**config.mk**
```make
export PLATFORM = sky130hd
export DESIGN_NAME = eps_sequencer
export DESIGN_NICKNAME = d
export VERILOG_FILES = /design/src/logic/eps_pkg.sv /design/src/logic/eps_nv_if.sv /design/src/logic/eps_cause_mem.sv /design/src/logic/eps_delay_timer.sv /design/src/logic/eps_sequencer.sv
export SDC_FILE = /design/constraint.sdc
export NUM_CORES = 2
export LEC_CHECK = 0
export BUFFER_PORTS_ARGS = -buffer_cell sky130_fd_sc_hd__buf_4
export CAP_MARGIN = 25
export CORE_MARGIN = 2
export CORE_UTILIZATION = 45
export CTS_CLUSTER_SIZE = 14
export DETAILED_ROUTE_END_ITERATION = 10
export PLACE_DENSITY = 0.68
export SETUP_SLACK_MARGIN = 0.02
export SLEW_MARGIN = 25
export SYNTH_ARGS = -nofsm -noshare
export SYNTH_HDL_FRONTEND = slang
export SYNTH_SLANG_ARGS = --single-unit
```
**constraint.sdc**
```tcl
create_clock -name ref_clk -period 14.6 [get_ports ref_clk]
set_input_delay 0 -clock ref_clk [delete_from_list [all_inputs] [get_ports ref_clk]]
set_output_delay 0 -clock ref_clk [all_outputs]
set_load 0.1 [all_outputs]
```
**src/logic/eps_pkg.sv**
```systemverilog
// eps_pkg: constants and types of the excitation protection sequencer.
// assumes a 40 MHz ref_clk and a centisecond time base.
package eps_pkg;
    localparam int unsigned CLK_HZ  = 40_000_000;
    localparam int unsigned TICK_HZ = 100;
    localparam int unsigned TW      = 20;
    localparam int unsigned NT      = 6;
    localparam int unsigned T_LOS   = 0;
    localparam int unsigned T_FOV   = 1;
    localparam int unsigned T_OVX   = 2;
    localparam int unsigned T_UNX   = 3;
    localparam int unsigned T_SS    = 4;
    localparam int unsigned T_RPL   = 5;

    localparam int unsigned LOS_DLY_MAX_S = 25;
    localparam int unsigned LOS_DLY_DEF_S = 10;
    localparam int unsigned FOV_DLY_S     = 10;
    localparam int unsigned REPLAY_S      = 5;
    localparam int unsigned LIM_DLY_MAX_S = 10;
    localparam logic [TW-1:0] LOS_DLY_MAX = TW'(LOS_DLY_MAX_S * TICK_HZ);
    localparam logic [TW-1:0] LOS_DLY_DEF = TW'(LOS_DLY_DEF_S * TICK_HZ);
    localparam logic [TW-1:0] FOV_DLY     = TW'(FOV_DLY_S * TICK_HZ);
    localparam logic [TW-1:0] REPLAY_DLY  = TW'(REPLAY_S * TICK_HZ);
    localparam logic [TW-1:0] LIM_DLY_MAX = TW'(LIM_DLY_MAX_S * TICK_HZ);
    localparam logic [6:0]    TICKS_PER_S = 7'h64;
    localparam logic [12:0]   SS_MIN_S    = 13'h0001;
    localparam logic [12:0]   SS_MAX_S    = 13'h1C20;
    localparam logic [14:0]   MATCH_MIN   = 15'h0064;
    localparam logic [14:0]   MATCH_MAX   = 15'h7530;

    // field volts in 0.1 V, field amps in 0.01 A, frequency in 0.1 Hz
    localparam logic [11:0] FOV_MAX   = 12'h9C4;
    localparam logic [11:0] OVX_MAX   = 12'h5DC;
    localparam logic [9:0]  FREQ_MIN  = 10'h078;
    localparam logic [1:0]  NPH       = 2'h3;
    localparam logic [1:0]  SC_MULT   = 2'h3;
    localparam logic [1:0]  LOS_DIV   = 2'h2;
    localparam logic [2:0]  DEV_DIV   = 3'h5;
    localparam logic [3:0]  MATCH_DIV = 4'hA;
    localparam logic [6:0]  PCT_FULL  = 7'h64;
    localparam logic [6:0]  UNX_MAX   = 7'h64;
    localparam logic [8:0]  SQRT3_Q8  = 9'h1BB;
    localparam logic [8:0]  Q8_ONE    = 9'h100;
    localparam logic [2:0]  INOM_LO   = 3'h1;
    localparam logic [2:0]  INOM_HI   = 3'h5;
    localparam int unsigned ACT_RELAY = 0;
    localparam int unsigned ACT_SHUT  = 1;
    localparam int unsigned SEL_TIE   = 0;
    localparam int unsigned SEL_PC    = 1;

    typedef enum logic [2:0] {
        ST_REPLAY = 3'h1,
        ST_RUN    = 3'h2,
        ST_SHUT   = 3'h4
    } eps_state_t;

    typedef enum logic [2:0] {
        CS_NONE = 3'h0,
        CS_LOS  = 3'h1,
        CS_FOV  = 3'h2,
        CS_OVX  = 3'h3,
        CS_UNX  = 3'h4
    } eps_cause_t;
endpackage : eps_pkg

```
**src/logic/eps_nv_if.sv**
```systemverilog
// eps_nv_if: link between the sequencer and its retained cause store.
// assumes both ends run on ref_clk.
`timescale 1ns/1ps
interface eps_nv_if;
    import eps_pkg::*;
    logic       wrEn;
    eps_cause_t wrCause;
    eps_cause_t rdCause;
    modport host (output wrEn, output wrCause, input rdCause);
    modport mem  (input wrEn, input wrCause, output rdCause);
endinterface : eps_nv_if

```
**src/logic/eps_cause_mem.sv**
```systemverilog
// eps_cause_mem: retained record of the last shutdown cause or sensing-loss alarm.
// assumes reset_n models power-up; the stored word survives it.
`timescale 1ns/1ps
module eps_cause_mem
    import eps_pkg::*;
(
    input  wire logic ref_clk,
    input  wire logic reset_n,
    eps_nv_if.mem     nv
);
    typedef struct packed {
        eps_cause_t store;
        eps_cause_t rd;
    } eps_mem_t;

    eps_mem_t q;
    eps_mem_t d;

    always_comb begin
        d    = q;
        d.rd = q.store;
        if (nv.wrEn) begin
            d.store = nv.wrCause;
        end
    end

    // storage is left out of reset on purpose: it stands for the
    // non-volatile cell that outlives a loss of operating power
    always_ff @(posedge ref_clk) begin
        if (!reset_n) begin
            q.rd <= CS_NONE;
        end else begin
            q <= d;
        end
    end

    assign nv.rdCause = q.rd;
endmodule : eps_cause_mem

```
**src/logic/eps_delay_timer.sv**
```systemverilog
// eps_delay_timer: counts time-base ticks while its cause is present.
// assumes tick is a one-cycle enable on ref_clk.
`timescale 1ns/1ps
module eps_delay_timer
    import eps_pkg::*;
(
    input  wire logic          ref_clk,
    input  wire logic          reset_n,
    input  wire logic          tick,
    input  wire logic          run,
    input  wire logic [TW-1:0] limit,
    output logic               done
);
    typedef struct packed {
        logic [TW-1:0] cnt;
    } eps_tmr_t;

    eps_tmr_t q;
    eps_tmr_t d;

    always_comb begin
        d = q;
        if (!run) begin
            d.cnt = '0;
        end else if (tick && q.cnt < limit) begin
            d.cnt = q.cnt + 1'b1;
        end
    end

    always_ff @(posedge ref_clk) begin
        if (!reset_n) begin
            q <= '0;
        end else begin
            q <= d;
        end
    end

    // a zero limit expires at once
    assign done = run && (q.cnt >= limit);
endmodule : eps_delay_timer

```
**src/logic/eps_sequencer.sv**
```systemverilog
// eps_sequencer: protection and supervisory sequencer of an exciter.
// assumes measurements arrive on ref_clk; breaker contacts are pins.
`timescale 1ns/1ps
module eps_sequencer
    import eps_pkg::*;
#(
    parameter int unsigned TICK_CYC = CLK_HZ / TICK_HZ
) (
    input  wire logic        ref_clk,
    input  wire logic        reset_n,
    input  wire logic        cfgThreePhase,
    input  wire logic [15:0] cfgRatedV,
    input  wire logic [15:0] vAb,
    input  wire logic [15:0] vBc,
    input  wire logic [15:0] vCa,
    input  wire logic [9:0]  freqDhz,
    input  wire logic [15:0] phaseBCur,
    input  wire logic [15:0] cfgPhaseBPu,
    input  wire logic [19:0] cfgLosDelay,
    input  wire logic        cfgLosTransfer,
    input  wire logic        modeReleaseReq,
    input  wire logic [11:0] fieldV,
    input  wire logic [11:0] cfgFovSp,
    input  wire logic [1:0]  cfgFovAct,
    input  wire logic [11:0] fieldI,
    input  wire logic [11:0] cfgOvxSp,
    input  wire logic [11:0] cfgExcSp,
    input  wire logic [19:0] cfgLimDelay,
    input  wire logic        cfgTakeover,
    input  wire logic        cfgOvxShut,
    input  wire logic [23:0] leadVars,
    input  wire logic [6:0]  cfgUnxPct,
    input  wire logic        cfgRating5A,
    input  wire logic [19:0] cfgUnxDelay,
    input  wire logic        cfgUnxShut,
    input  wire logic        tieBreakerPin,
    input  wire logic        parallelCompPin,
    input  wire logic [12:0] cfgSoftStartS,
    input  wire logic [15:0] vBus,
    input  wire logic [15:0] cfgBusNom,
    input  wire logic [14:0] cfgMatchSpeed,
    input  wire logic [1:0]  cfgMatchSel,
    input  wire logic        cfgMaintain,
    output logic             alarmRelayClosed,
    output logic             indSenseLoss,
    output logic             indOvxShutdown,
    output logic             indOvxLimit,
    output logic             indUnxLimit,
    output logic             excDisable,
    output logic             fieldCurMode,
    output logic             takeoverLimit,
    output logic             softStartActive,
    output logic             matchEnable,
    output logic             matchStep,
    output logic             varPfEnable,
    output logic             holdBusSetpoint
);
    typedef struct packed {
        eps_state_t  st;
        logic        tieS1;
        logic        tieS2;
        logic        pcS1;
        logic        pcS2;
        logic [19:0] tickCnt;
        logic        tick;
        logic        losLatch;
        logic        curMode;
        logic        hold;
        logic        losPrev;
        logic [14:0] mCnt;
        logic        mStep;
        logic        relay;
        logic        indLos;
        logic        indFov;
        logic        indOvx;
        logic        indUnx;
        logic        takeover;
        logic        ssAct;
        logic        mEn;
        logic        varPf;
    } eps_regs_t;

    eps_regs_t q;
    eps_regs_t d;

    logic          tRun  [NT];
    logic [TW-1:0] tLim  [NT];
    logic [NT-1:0] tDone;

    eps_nv_if nv ();

    eps_cause_mem u_mem (
        .ref_clk (ref_clk),
        .reset_n (reset_n),
        .nv      (nv.mem)
    );

    for (genvar i = 0; i < NT; i++) begin : g_tmr
        eps_delay_timer u_tmr (
            .ref_clk (ref_clk),
            .reset_n (reset_n),
            .tick    (q.tick),
            .run     (tRun[i]),
            .limit   (tLim[i]),
            .done    (tDone[i])
        );
    end

    function automatic logic devHigh(
        input logic [15:0] v,
        input logic [17:0] s,
        input logic [18:0] r3
    );
        logic [18:0] v3;
        logic [18:0] diff;
        v3   = 19'(v) * 19'(NPH);
        diff = (v3 > 19'(s)) ? v3 - 19'(s) : 19'(s) - v3;
        return (22'(diff) * 22'(DEV_DIV)) > 22'(r3);
    endfunction : devHigh

    logic [17:0] vSum;
    logic [18:0] rated3;
    logic        losRaw;
    logic        inhibit;
    logic        losDet;
    logic        alive;
    logic        tieClosed;
    logic        pcClosed;
    logic [11:0] fovSp;
    logic [11:0] ovxSp;
    logic [11:0] excSp;
    logic [11:0] limSp;
    logic        fovCond;
    logic        ovxCond;
    logic        unxCond;
    logic        unxEn;
    logic [41:0] varLhs;
    logic [41:0] varRhs;
    logic [6:0]  unxPct;
    logic [2:0]  inom;
    logic [12:0] ssSec;
    logic [14:0] mSpd;
    logic [15:0] busDiff;
    logic        busIn;
    logic        matchOff;
    logic        anyAlarm;
    logic        shutNow;
    eps_cause_t  shutCause;
    eps_cause_t  rpl;

    assign vSum   = 18'(vAb) + 18'(vBc) + 18'(vCa);
    assign rated3 = 19'(cfgRatedV) * 19'(NPH);
    assign alive  = (q.st != ST_SHUT);
    assign tieClosed = q.tieS2;
    assign pcClosed  = q.pcS2;

    always_comb begin
        if (cfgThreePhase) begin
            losRaw = ((19'(vSum) * 19'(LOS_DIV)) < rated3)
                || (vAb == '0) || (vBc == '0) || (vCa == '0)
                || devHigh(vAb, vSum, rated3)
                || devHigh(vBc, vSum, rated3)
                || devHigh(vCa, vSum, rated3);
        end else begin
            losRaw = (17'(vAb) * 17'(LOS_DIV)) < 17'(cfgRatedV);
        end
    end

    // soft start inhibit also covers the restart after a shutdown
    assign inhibit = (freqDhz < FREQ_MIN)
        || (18'(phaseBCur) > 18'(cfgPhaseBPu) * 18'(SC_MULT))
        || !tDone[T_SS];
    assign losDet = losRaw && !inhibit && alive;

    assign fovSp = (cfgFovSp > FOV_MAX) ? FOV_MAX : cfgFovSp;
    assign fovCond = alive && (fieldV > fovSp);

    assign ovxSp = (cfgOvxSp > OVX_MAX) ? OVX_MAX : cfgOvxSp;
    assign excSp = (cfgExcSp > ovxSp) ? ovxSp : cfgExcSp;
    // a closed tie contact selects the second limiter setpoint
    assign limSp = tieClosed ? excSp : ovxSp;
    assign ovxCond = alive && (fieldI > limSp);

    assign unxEn  = !tieClosed || !pcClosed;
    assign unxPct = (cfgUnxPct > UNX_MAX) ? UNX_MAX : cfgUnxPct;
    assign inom   = cfgRating5A ? INOM_HI : INOM_LO;
    assign varLhs = 42'(leadVars) * 42'(PCT_FULL) * 42'(Q8_ONE)
                  * 42'(NPH);
    assign varRhs = 42'(vSum) * 42'(inom) * 42'(SQRT3_Q8)
                  * 42'(unxPct);
    assign unxCond = alive && unxEn && (varLhs > varRhs);

    assign ssSec = (cfgSoftStartS < SS_MIN_S) ? SS_MIN_S :
                   (cfgSoftStartS > SS_MAX_S) ? SS_MAX_S : cfgSoftStartS;
    assign mSpd  = (cfgMatchSpeed < MATCH_MIN) ? MATCH_MIN :
                   (cfgMatchSpeed > MATCH_MAX) ? MATCH_MAX : cfgMatchSpeed;
    assign busDiff = (vBus > cfgBusNom) ? vBus - cfgBusNom
                                        : cfgBusNom - vBus;
    assign busIn = (20'(busDiff) * 20'(MATCH_DIV)) <= 20'(cfgBusNom);
    assign matchOff = (cfgMatchSel[SEL_TIE] && tieClosed)
                   || (cfgMatchSel[SEL_PC] && pcClosed);

    always_comb begin
        tRun[T_LOS] = losDet;
        tLim[T_LOS] = (cfgLosDelay > LOS_DLY_MAX) ? LOS_DLY_DEF
                                                  : cfgLosDelay;
        tRun[T_FOV] = fovCond;
        tLim[T_FOV] = FOV_DLY;
        tRun[T_OVX] = ovxCond;
        tLim[T_OVX] = (cfgLimDelay > LIM_DLY_MAX) ? LIM_DLY_MAX
                                                  : cfgLimDelay;
        tRun[T_UNX] = unxCond;
        tLim[T_UNX] = (cfgUnxDelay > LIM_DLY_MAX) ? LIM_DLY_MAX
                                                  : cfgUnxDelay;
        tRun[T_SS]  = 1'b1;
        tLim[T_SS]  = 20'(ssSec) * 20'(TICKS_PER_S);
        tRun[T_RPL] = (q.st == ST_REPLAY);
        tLim[T_RPL] = REPLAY_DLY;
    end

    // shutdown sources in fixed priority; the first one is recorded
    always_comb begin
        shutNow   = 1'b1;
        shutCause = CS_NONE;
        if (losDet && tDone[T_LOS] && !cfgLosTransfer) begin
            shutCause = CS_LOS;
        end else if (tDone[T_FOV] && cfgFovAct[ACT_SHUT]) begin
            shutCause = CS_FOV;
        end else if (tDone[T_OVX] && cfgOvxShut) begin
            shutCause = CS_OVX;
        end else if (tDone[T_UNX] && cfgUnxShut) begin
            shutCause = CS_UNX;
        end else begin
            shutNow = 1'b0;
        end
    end

    assign rpl = (q.st == ST_REPLAY) ? nv.rdCause : CS_NONE;
    assign anyAlarm = losDet
        || (tDone[T_FOV] && cfgFovAct[ACT_RELAY])
        || (tDone[T_OVX] && !cfgTakeover)
        || tDone[T_UNX];

    always_comb begin
        d       = q;
        d.tieS1 = tieBreakerPin;
        d.tieS2 = q.tieS1;
        d.pcS1  = parallelCompPin;
        d.pcS2  = q.pcS1;
        d.tick  = 1'b0;
        d.tickCnt = q.tickCnt + 1'b1;
        if (q.tickCnt == 20'(TICK_CYC - 1)) begin
            d.tickCnt = '0;
            d.tick    = 1'b1;
        end

        nv.wrEn    = 1'b0;
        nv.wrCause = CS_NONE;
        case (q.st)
            ST_REPLAY: begin
                if (shutNow) begin
                    d.st = ST_SHUT;
                end else if (tDone[T_RPL]) begin
                    d.st = ST_RUN;
                end
            end
            ST_RUN: begin
                if (shutNow) begin
                    d.st = ST_SHUT;
                end
            end
            ST_SHUT: begin
                d.st = ST_SHUT;
            end
            default: begin
                d.st = ST_REPLAY;
            end
        endcase

        d.losPrev = losDet;
        if (shutNow && alive) begin
            nv.wrEn    = 1'b1;
            nv.wrCause = shutCause;
        end else if (losDet && !q.losPrev) begin
            nv.wrEn    = 1'b1;
            nv.wrCause = CS_LOS;
        end else if (q.st == ST_REPLAY && tDone[T_RPL]) begin
            nv.wrEn    = 1'b1;
            nv.wrCause = CS_NONE;
        end

        if (losDet) begin
            d.losLatch = 1'b1;
        end else if (!losRaw) begin
            d.losLatch = 1'b0;
        end
        // the set beats a release request in the same cycle
        if (losDet && tDone[T_LOS] && cfgLosTransfer) begin
            d.curMode = 1'b1;
        end else if (modeReleaseReq) begin
            d.curMode = 1'b0;
        end

        d.mEn = alive && busIn && !matchOff;
        d.mStep = 1'b0;
        if (!d.mEn) begin
            d.mCnt = '0;
        end else if (q.tick) begin
            d.mCnt = q.mCnt + 1'b1;
            if (q.mCnt + 1'b1 >= mSpd) begin
                d.mCnt  = '0;
                d.mStep = 1'b1;
            end
        end
        d.hold = q.mEn || (q.hold && cfgMaintain);
        d.varPf = tieClosed;

        d.relay  = alive && !anyAlarm;
        d.indLos = q.losLatch || losDet || (rpl == CS_LOS);
        d.indFov = tDone[T_FOV] || (rpl == CS_FOV);
        d.indOvx = ovxCond || (rpl == CS_OVX);
        d.indUnx = unxCond || (rpl == CS_UNX);
        d.takeover = ovxCond && cfgTakeover;
        d.ssAct  = !tDone[T_SS];
    end

    always_ff @(posedge ref_clk) begin
        if (!reset_n) begin
            q    <= '0;
            q.st <= ST_REPLAY;
        end else begin
            q <= d;
        end
    end

    assign alarmRelayClosed = q.relay;
    assign indSenseLoss     = q.indLos;
    assign indOvxShutdown   = q.indFov;
    assign indOvxLimit      = q.indOvx;
    assign indUnxLimit      = q.indUnx;
    assign excDisable       = (q.st == ST_SHUT);
    assign fieldCurMode     = q.curMode;
    assign takeoverLimit    = q.takeover;
    assign softStartActive  = q.ssAct;
    assign matchEnable      = q.mEn;
    assign matchStep        = q.mStep;
    assign varPfEnable      = q.varPf;
    assign holdBusSetpoint  = q.hold;
endmodule : eps_sequencer

```
# == Word-level counts from Yosys, hierarchy flattened ==
# Index checks and enable logic that the tools add are counted.
# op_classes
n_addsub,18
n_mul,15
order_cmp,39
eq_ne,12
muxes,42
bitwise,1
n_reduce_logical,77
# ops
operator,n
$add 20x1->20 const B,7
$sub 18x18->19,6
$mul 16x2->18 const B,5
$ge 20x20->1,4
$lt 20x20->1,4
$gt 22x18->1,3
$mul 19x3->22 const B,3
$mux 20,3
$mux 19,3
$gt 18x18->1,3
$logic_not 16->1,3
$mux 12,4
$gt 41x37->1,1
$gt 20x10->1 const B,2
$mul 30x7->37,1
$gt 12x12->1,3
$logic_and 1x1->1,35
$mux 16,2
$sub 16x16->16,2
$mul 29x2->31 const B,1
$mul 21x9->30 const B,1
$mux 15,2
$mux 3,10
$mul 24x5->29 const B,1
other kinds (43),95
# totals
reg_bits,183
inputBits,333
out_inout_bits,13
elab_cells,234

# == Logic depth before layout (Yosys ltp) ==
# depth
depth_word,19
ltp_mapped,73
ltp_nobuf,73

# == By module ==
# From an unflattened synthesis, not the netlist that was laid out.
# unflattened
cells_unflattened,6196
hier_area_um2,48138.7
# by_module_without_submodules
mod,instances,cells_each,area_per_inst_um2
eps_sequencer,1,5004,38804.7
eps_delay_timer,6,197,1526.5
eps_cause_mem,1,10,175.2

# == Least setup slack after synthesis ==
# OpenSTA, ideal clock, no wires.
# synth_path
path_type,input to register
from,input vAb[1]
to,register u_mem.q (netlist bit u_mem.d[0]) (enable)
arrival_ns,14.740
t_required_ns,14.342
setup_slack_ns,-0.398
path_stages,68
cell_sequence,inv_1 fa_1 inv_1 ha_1 fa_1 a211oi_1 nor2_1 a21oi_1 ha_1 ha_1 nor2b_1 o21ai_0 a21boi_0 o21ai_0 a21boi_0 o21ai_0 a21boi_0 o21ai_0 [... 32 more ...] nor2_1 o21a_1 o21ai_0 a21oi_1 o41ai_1 xor2_1 ha_1 nand4_1 nor4_1 o2111ai_1 nor4_1 nor2_1 nor3_1 nand3_1 and3_1 nand2_1 nand3_2 o31a_1
# synth_via
elab_chain_len,19
word_cells_on_any_way,52
cone_classes,add/sub (8); mul (7); order compare (9); mux (10); reduce/logical (18)
# synth_rtl
element,line_no,text
"start, declared",eps_sequencer.sv:13,"input wire logic [15:0] vAb,"
"parallel branches: the longest is 17 deep, another holds $gt 41x37->1",-,
$mux 1 *,eps_sequencer.sv:281,if (shutNow && alive) begin
$reduce_and 2->1 (no line) *,-,
"end, declared",eps_cause_mem.sv:16,eps_mem_t q;
# Mark *: on every way between the ends.
# A chain may end at the register's enable or synchronous reset.

# == Final worst setup path ==
# layout_path
from,input vBc[1]
to,register u_mem.q (netlist bit u_mem.d[2]) (enable)
# layout_via
elab_chain_len,19
word_cells_on_any_way,51
cone_classes,add/sub (8); mul (7); order compare (8); mux (10); reduce/logical (18)
# layout_rtl
element,line_no,text
"start, declared",eps_sequencer.sv:14,"input wire logic [15:0] vBc,"
"parallel branches: the longest is 17 deep, another holds $gt 41x37->1",-,
$mux 1 *,eps_sequencer.sv:281,
$reduce_and 2->1 (no line) *,-,
# Marks and branches as above.

==> impl_metrics.ini <==
[run_status]
status = finished clean

[detailed_routing]
drt_pass1_iterations = 6
vias = 42400
avgRoutedWirePerCell_um = 16.3
drtIter0Drc = 2508
drt_wl_total_mm = 127
vias_per_cell = 5.43
drc_errors = 0
detail-route-antenna-nets = 0

[floorplan]
start_util = 0.455
row_count = 116
core_area_mm2 = 0.100
chipWidth_um = 323
die_h_um = 323
io-pin-count = 346
fp.dieArea_mm2 = 0.104

[timing]
hold_viol_final = 0
slew_violations = 0
period_needed_ns = 14.07
timing.fmax_mhz = 71.1
slew_headroom = 0.243
max_slew.worst_pin.slew_ns = 1.14
finalCritPeriodShare = 0.964
finalSetupViolations = 0
fin_skew_ns = 0.0129

[finish]
final_util = 0.541
n_fill_cell = 9443
area_growth_pct = 19.0
final_nets = 7986
drive_above_1_share = 0.157
antennaDiodeCount = 0

[critical_path]
required_ns = 14.79
cp_slowest_cell = fa_1
path_max_fanout = 6
r2r_start = tieClosed
cp-end-kind = flop
rr_endpoint = g_tmr[2].u_tmr.q[13]
critPathLaunch = vBc[1]
path_class = in -> reg
r2r_cells = 15
worstPathArrival_ns = 14.26
critPathMaxStageDelay_ns = 0.54
critPathMostFrequentCell = fa_1
start_kind = input port
critPathCapture = u_mem.d[2]
rrSetupSlack_ns = 10.24

[clock_network]
cts_tree = yes
clockBufferDepth = 2
clkSinkCount = 183
cts_max_level = 4
clk_pin_slew_ns = 0.07
cts_root_buffer = clkbuf_16
cts_buffers = 17
clk_latency_ns = 0.44

[job]
cap_violations = 0

[min_path]
hp-class = in -> reg
hold_depth = 3

[logic_synthesis]
synth-seq-cells = 183
synth_edf_count = 3
async_flop_share = 0
synthFlopType = dfxtp_1
yosysWarnings = 0
synth_area_leaders = ha_1, fa_1, dfxtp_1
avgSynthCellArea_um2 = 7.91
yosysTopAreaCellShare = 0.253
postSynthCellCount = 5775
syn_area_mm2 = 0.0457
seq_area_frac_synth = 0.0808
synth_top_area_cell = ha_1
synth_cell_types = 111

[grt]
grt_max_degree = 43
grt_pass1_wl_mm = 203
grt.total_usage = 0.237
first_global_vias = 40900
busiest_layer = met2
grt_use_met3 = 0.0350
grt_use_met2 = 0.397
use_met1 = 0.319
antenna_found_initial = 4
overflow = 0

[place]
place_hpwl_mm = 110
place_congestion = 0.974
portBuffers = 342
==> synthesized netlist by cell type (11+ instances only) <==
library cell / n
a21o_1: 217
a221oi_1: 12
a21boi_0: 21
and4_1: 18
o21ai_1: 13
a31o_2: 11
xnor2_1: 267
o2111ai_1: 13
o21ai_0: 222
a211oi_1: 29
or2_2: 27
a2111oi_0: 12
nand2_1: 369
nor2_1: 540
and3_1: 80
nor4_1: 36
o21a_1: 75
fa_1: 282
nand2b_1: 75
ha_1: 925
and2_1: 76
nand4_1: 88
clkbuf_1: 89
maj3_1: 19
nor3b_1: 12
o21bai_1: 67
nand3b_1: 13
xor2_1: 168
a21oi_1: 405
o211ai_1: 26
o221ai_1: 13
dfxtp_1: 180
or3_1: 37
nand3_1: 109
mux2i_1: 42
a31oi_1: 29
nor2b_1: 71
nor3_1: 88
inv_1: 758
o31ai_1: 29
==> what timing repair did <==
action	4_1_cts	5_1_grt
endpoints found under the hold margin	10	0
setup buffers	2	27
setup endpoints to repair	30	30
hold buffers	10	0
gates cloned	0	0
gates resized for setup	28	182
pin swaps	10	161
==> sequential cells by signal (all words and copies together) (netlist names), 2 cells and up <==
signal            flops
d                     2
u_mem.nv.rdCause      3
g_tmr.u_tmr.q       120
u_mem.d               3
q                    41
==> cell type report <==
| class | count | area, µm² | area share |
|---|---|---|---|
| clock buffer | 22 | 474 | 0.00872 |
| clock inverter | 9 | 93.8 | 0.00173 |
| inverter | 766 | 2880 | 0.0529 |
| multi-input combinational | 4749 | 40000 | 0.736 |
| sequential | 183 | 3690 | 0.0679 |
| tap | 1357 | 1700 | 0.0312 |
| timing repair buffer | 729 | 5540 | 0.102 |
==> through the flow <==
step                instance area, µm²  setup TNS [ns]  cells  hold slack, ns  setup WS [ns]
floorplan                        45900               0   5803           0.127         0.0370
global placement                 52300           -7.66   7745           0.220         -0.588
detailed placement               52300          -21.10   7746           0.219          -1.05
CTS                              53100               0   7789          0.0434         0.0213
global route                     54400          -0.659   7815          0.0758         -0.151
finish                           54400               0   7815          0.0716          0.533
==> per-layer routing <==
metal / up-vias / share of wire
met4: 4 / 0.027
met5: - / 0.00022
met1: 19900 / 0.46
met3: 168 / 0.060
met2: 1022 / 0.45
li1: 21300 / -
==> worst min path at each step <==
| stage | slack, ns | from | end |
|---|---|---|---|
| 5_1_grt | 0.08 | cfgOvxShut | u_mem.d[2] |
| 2_1_floorplan | 0.13 | parallelCompPin | d[50] |
| 4_1_cts | 0.04 | cfgOvxShut | u_mem.d[2] |
| 3_3_place_gp | 0.22 | tieBreakerPin | d[52] |
| 6_report | 0.07 | cfgOvxShut | u_mem.d[2] |
| 3_5_place_dp | 0.22 | tieBreakerPin | d[52] |
==> cell families (layout without fill, tap and decap cells) <==
| kind of cell | Yosys count | count (layout) | synth area share |
|---|---|---|---|
| buffers and inverters | 871 | 1526 | 0.0719 |
| adder cells (fa/ha/maj) | 1229 | 1229 | 0.382 |
| other | 1 | 29 | 0.0000821 |
| AND/OR/NAND/NOR | 1678 | 1678 | 0.179 |
| multiplexers | 48 | 48 | 0.0107 |
| AO/OA/AOI/OAI | 1328 | 1328 | 0.192 |
| XOR/XNOR | 437 | 437 | 0.0842 |
| flip-flops | 183 | 183 | 0.0808 |
==> critical path: cells and delay by family <==
family                     cells  cell delay (ns)
and+or+nand+nor               16             2.08
buffers and inverters         16             1.66
xor gates and xnor gates       5             0.90
AOI/OAI and AO/OA             18             3.87
adders and majority gates     14             5.70
==> placed cells by master, fill, tap and decap left out, types with 180 or more instances in the layout <==
cell type / count
nand2_1: 364
buf_4: 710
a21oi_1: 385
nor2_1: 523
ha_1: 893
fa_1: 279
xnor2_1: 245
a21o_1: 217
dfxtp_1: 180
inv_1: 748
o21ai_0: 204
Power is left out: the tool's default activity adds up to more than one toggle a clock period on the data nets, which glitch-free logic cannot reach.
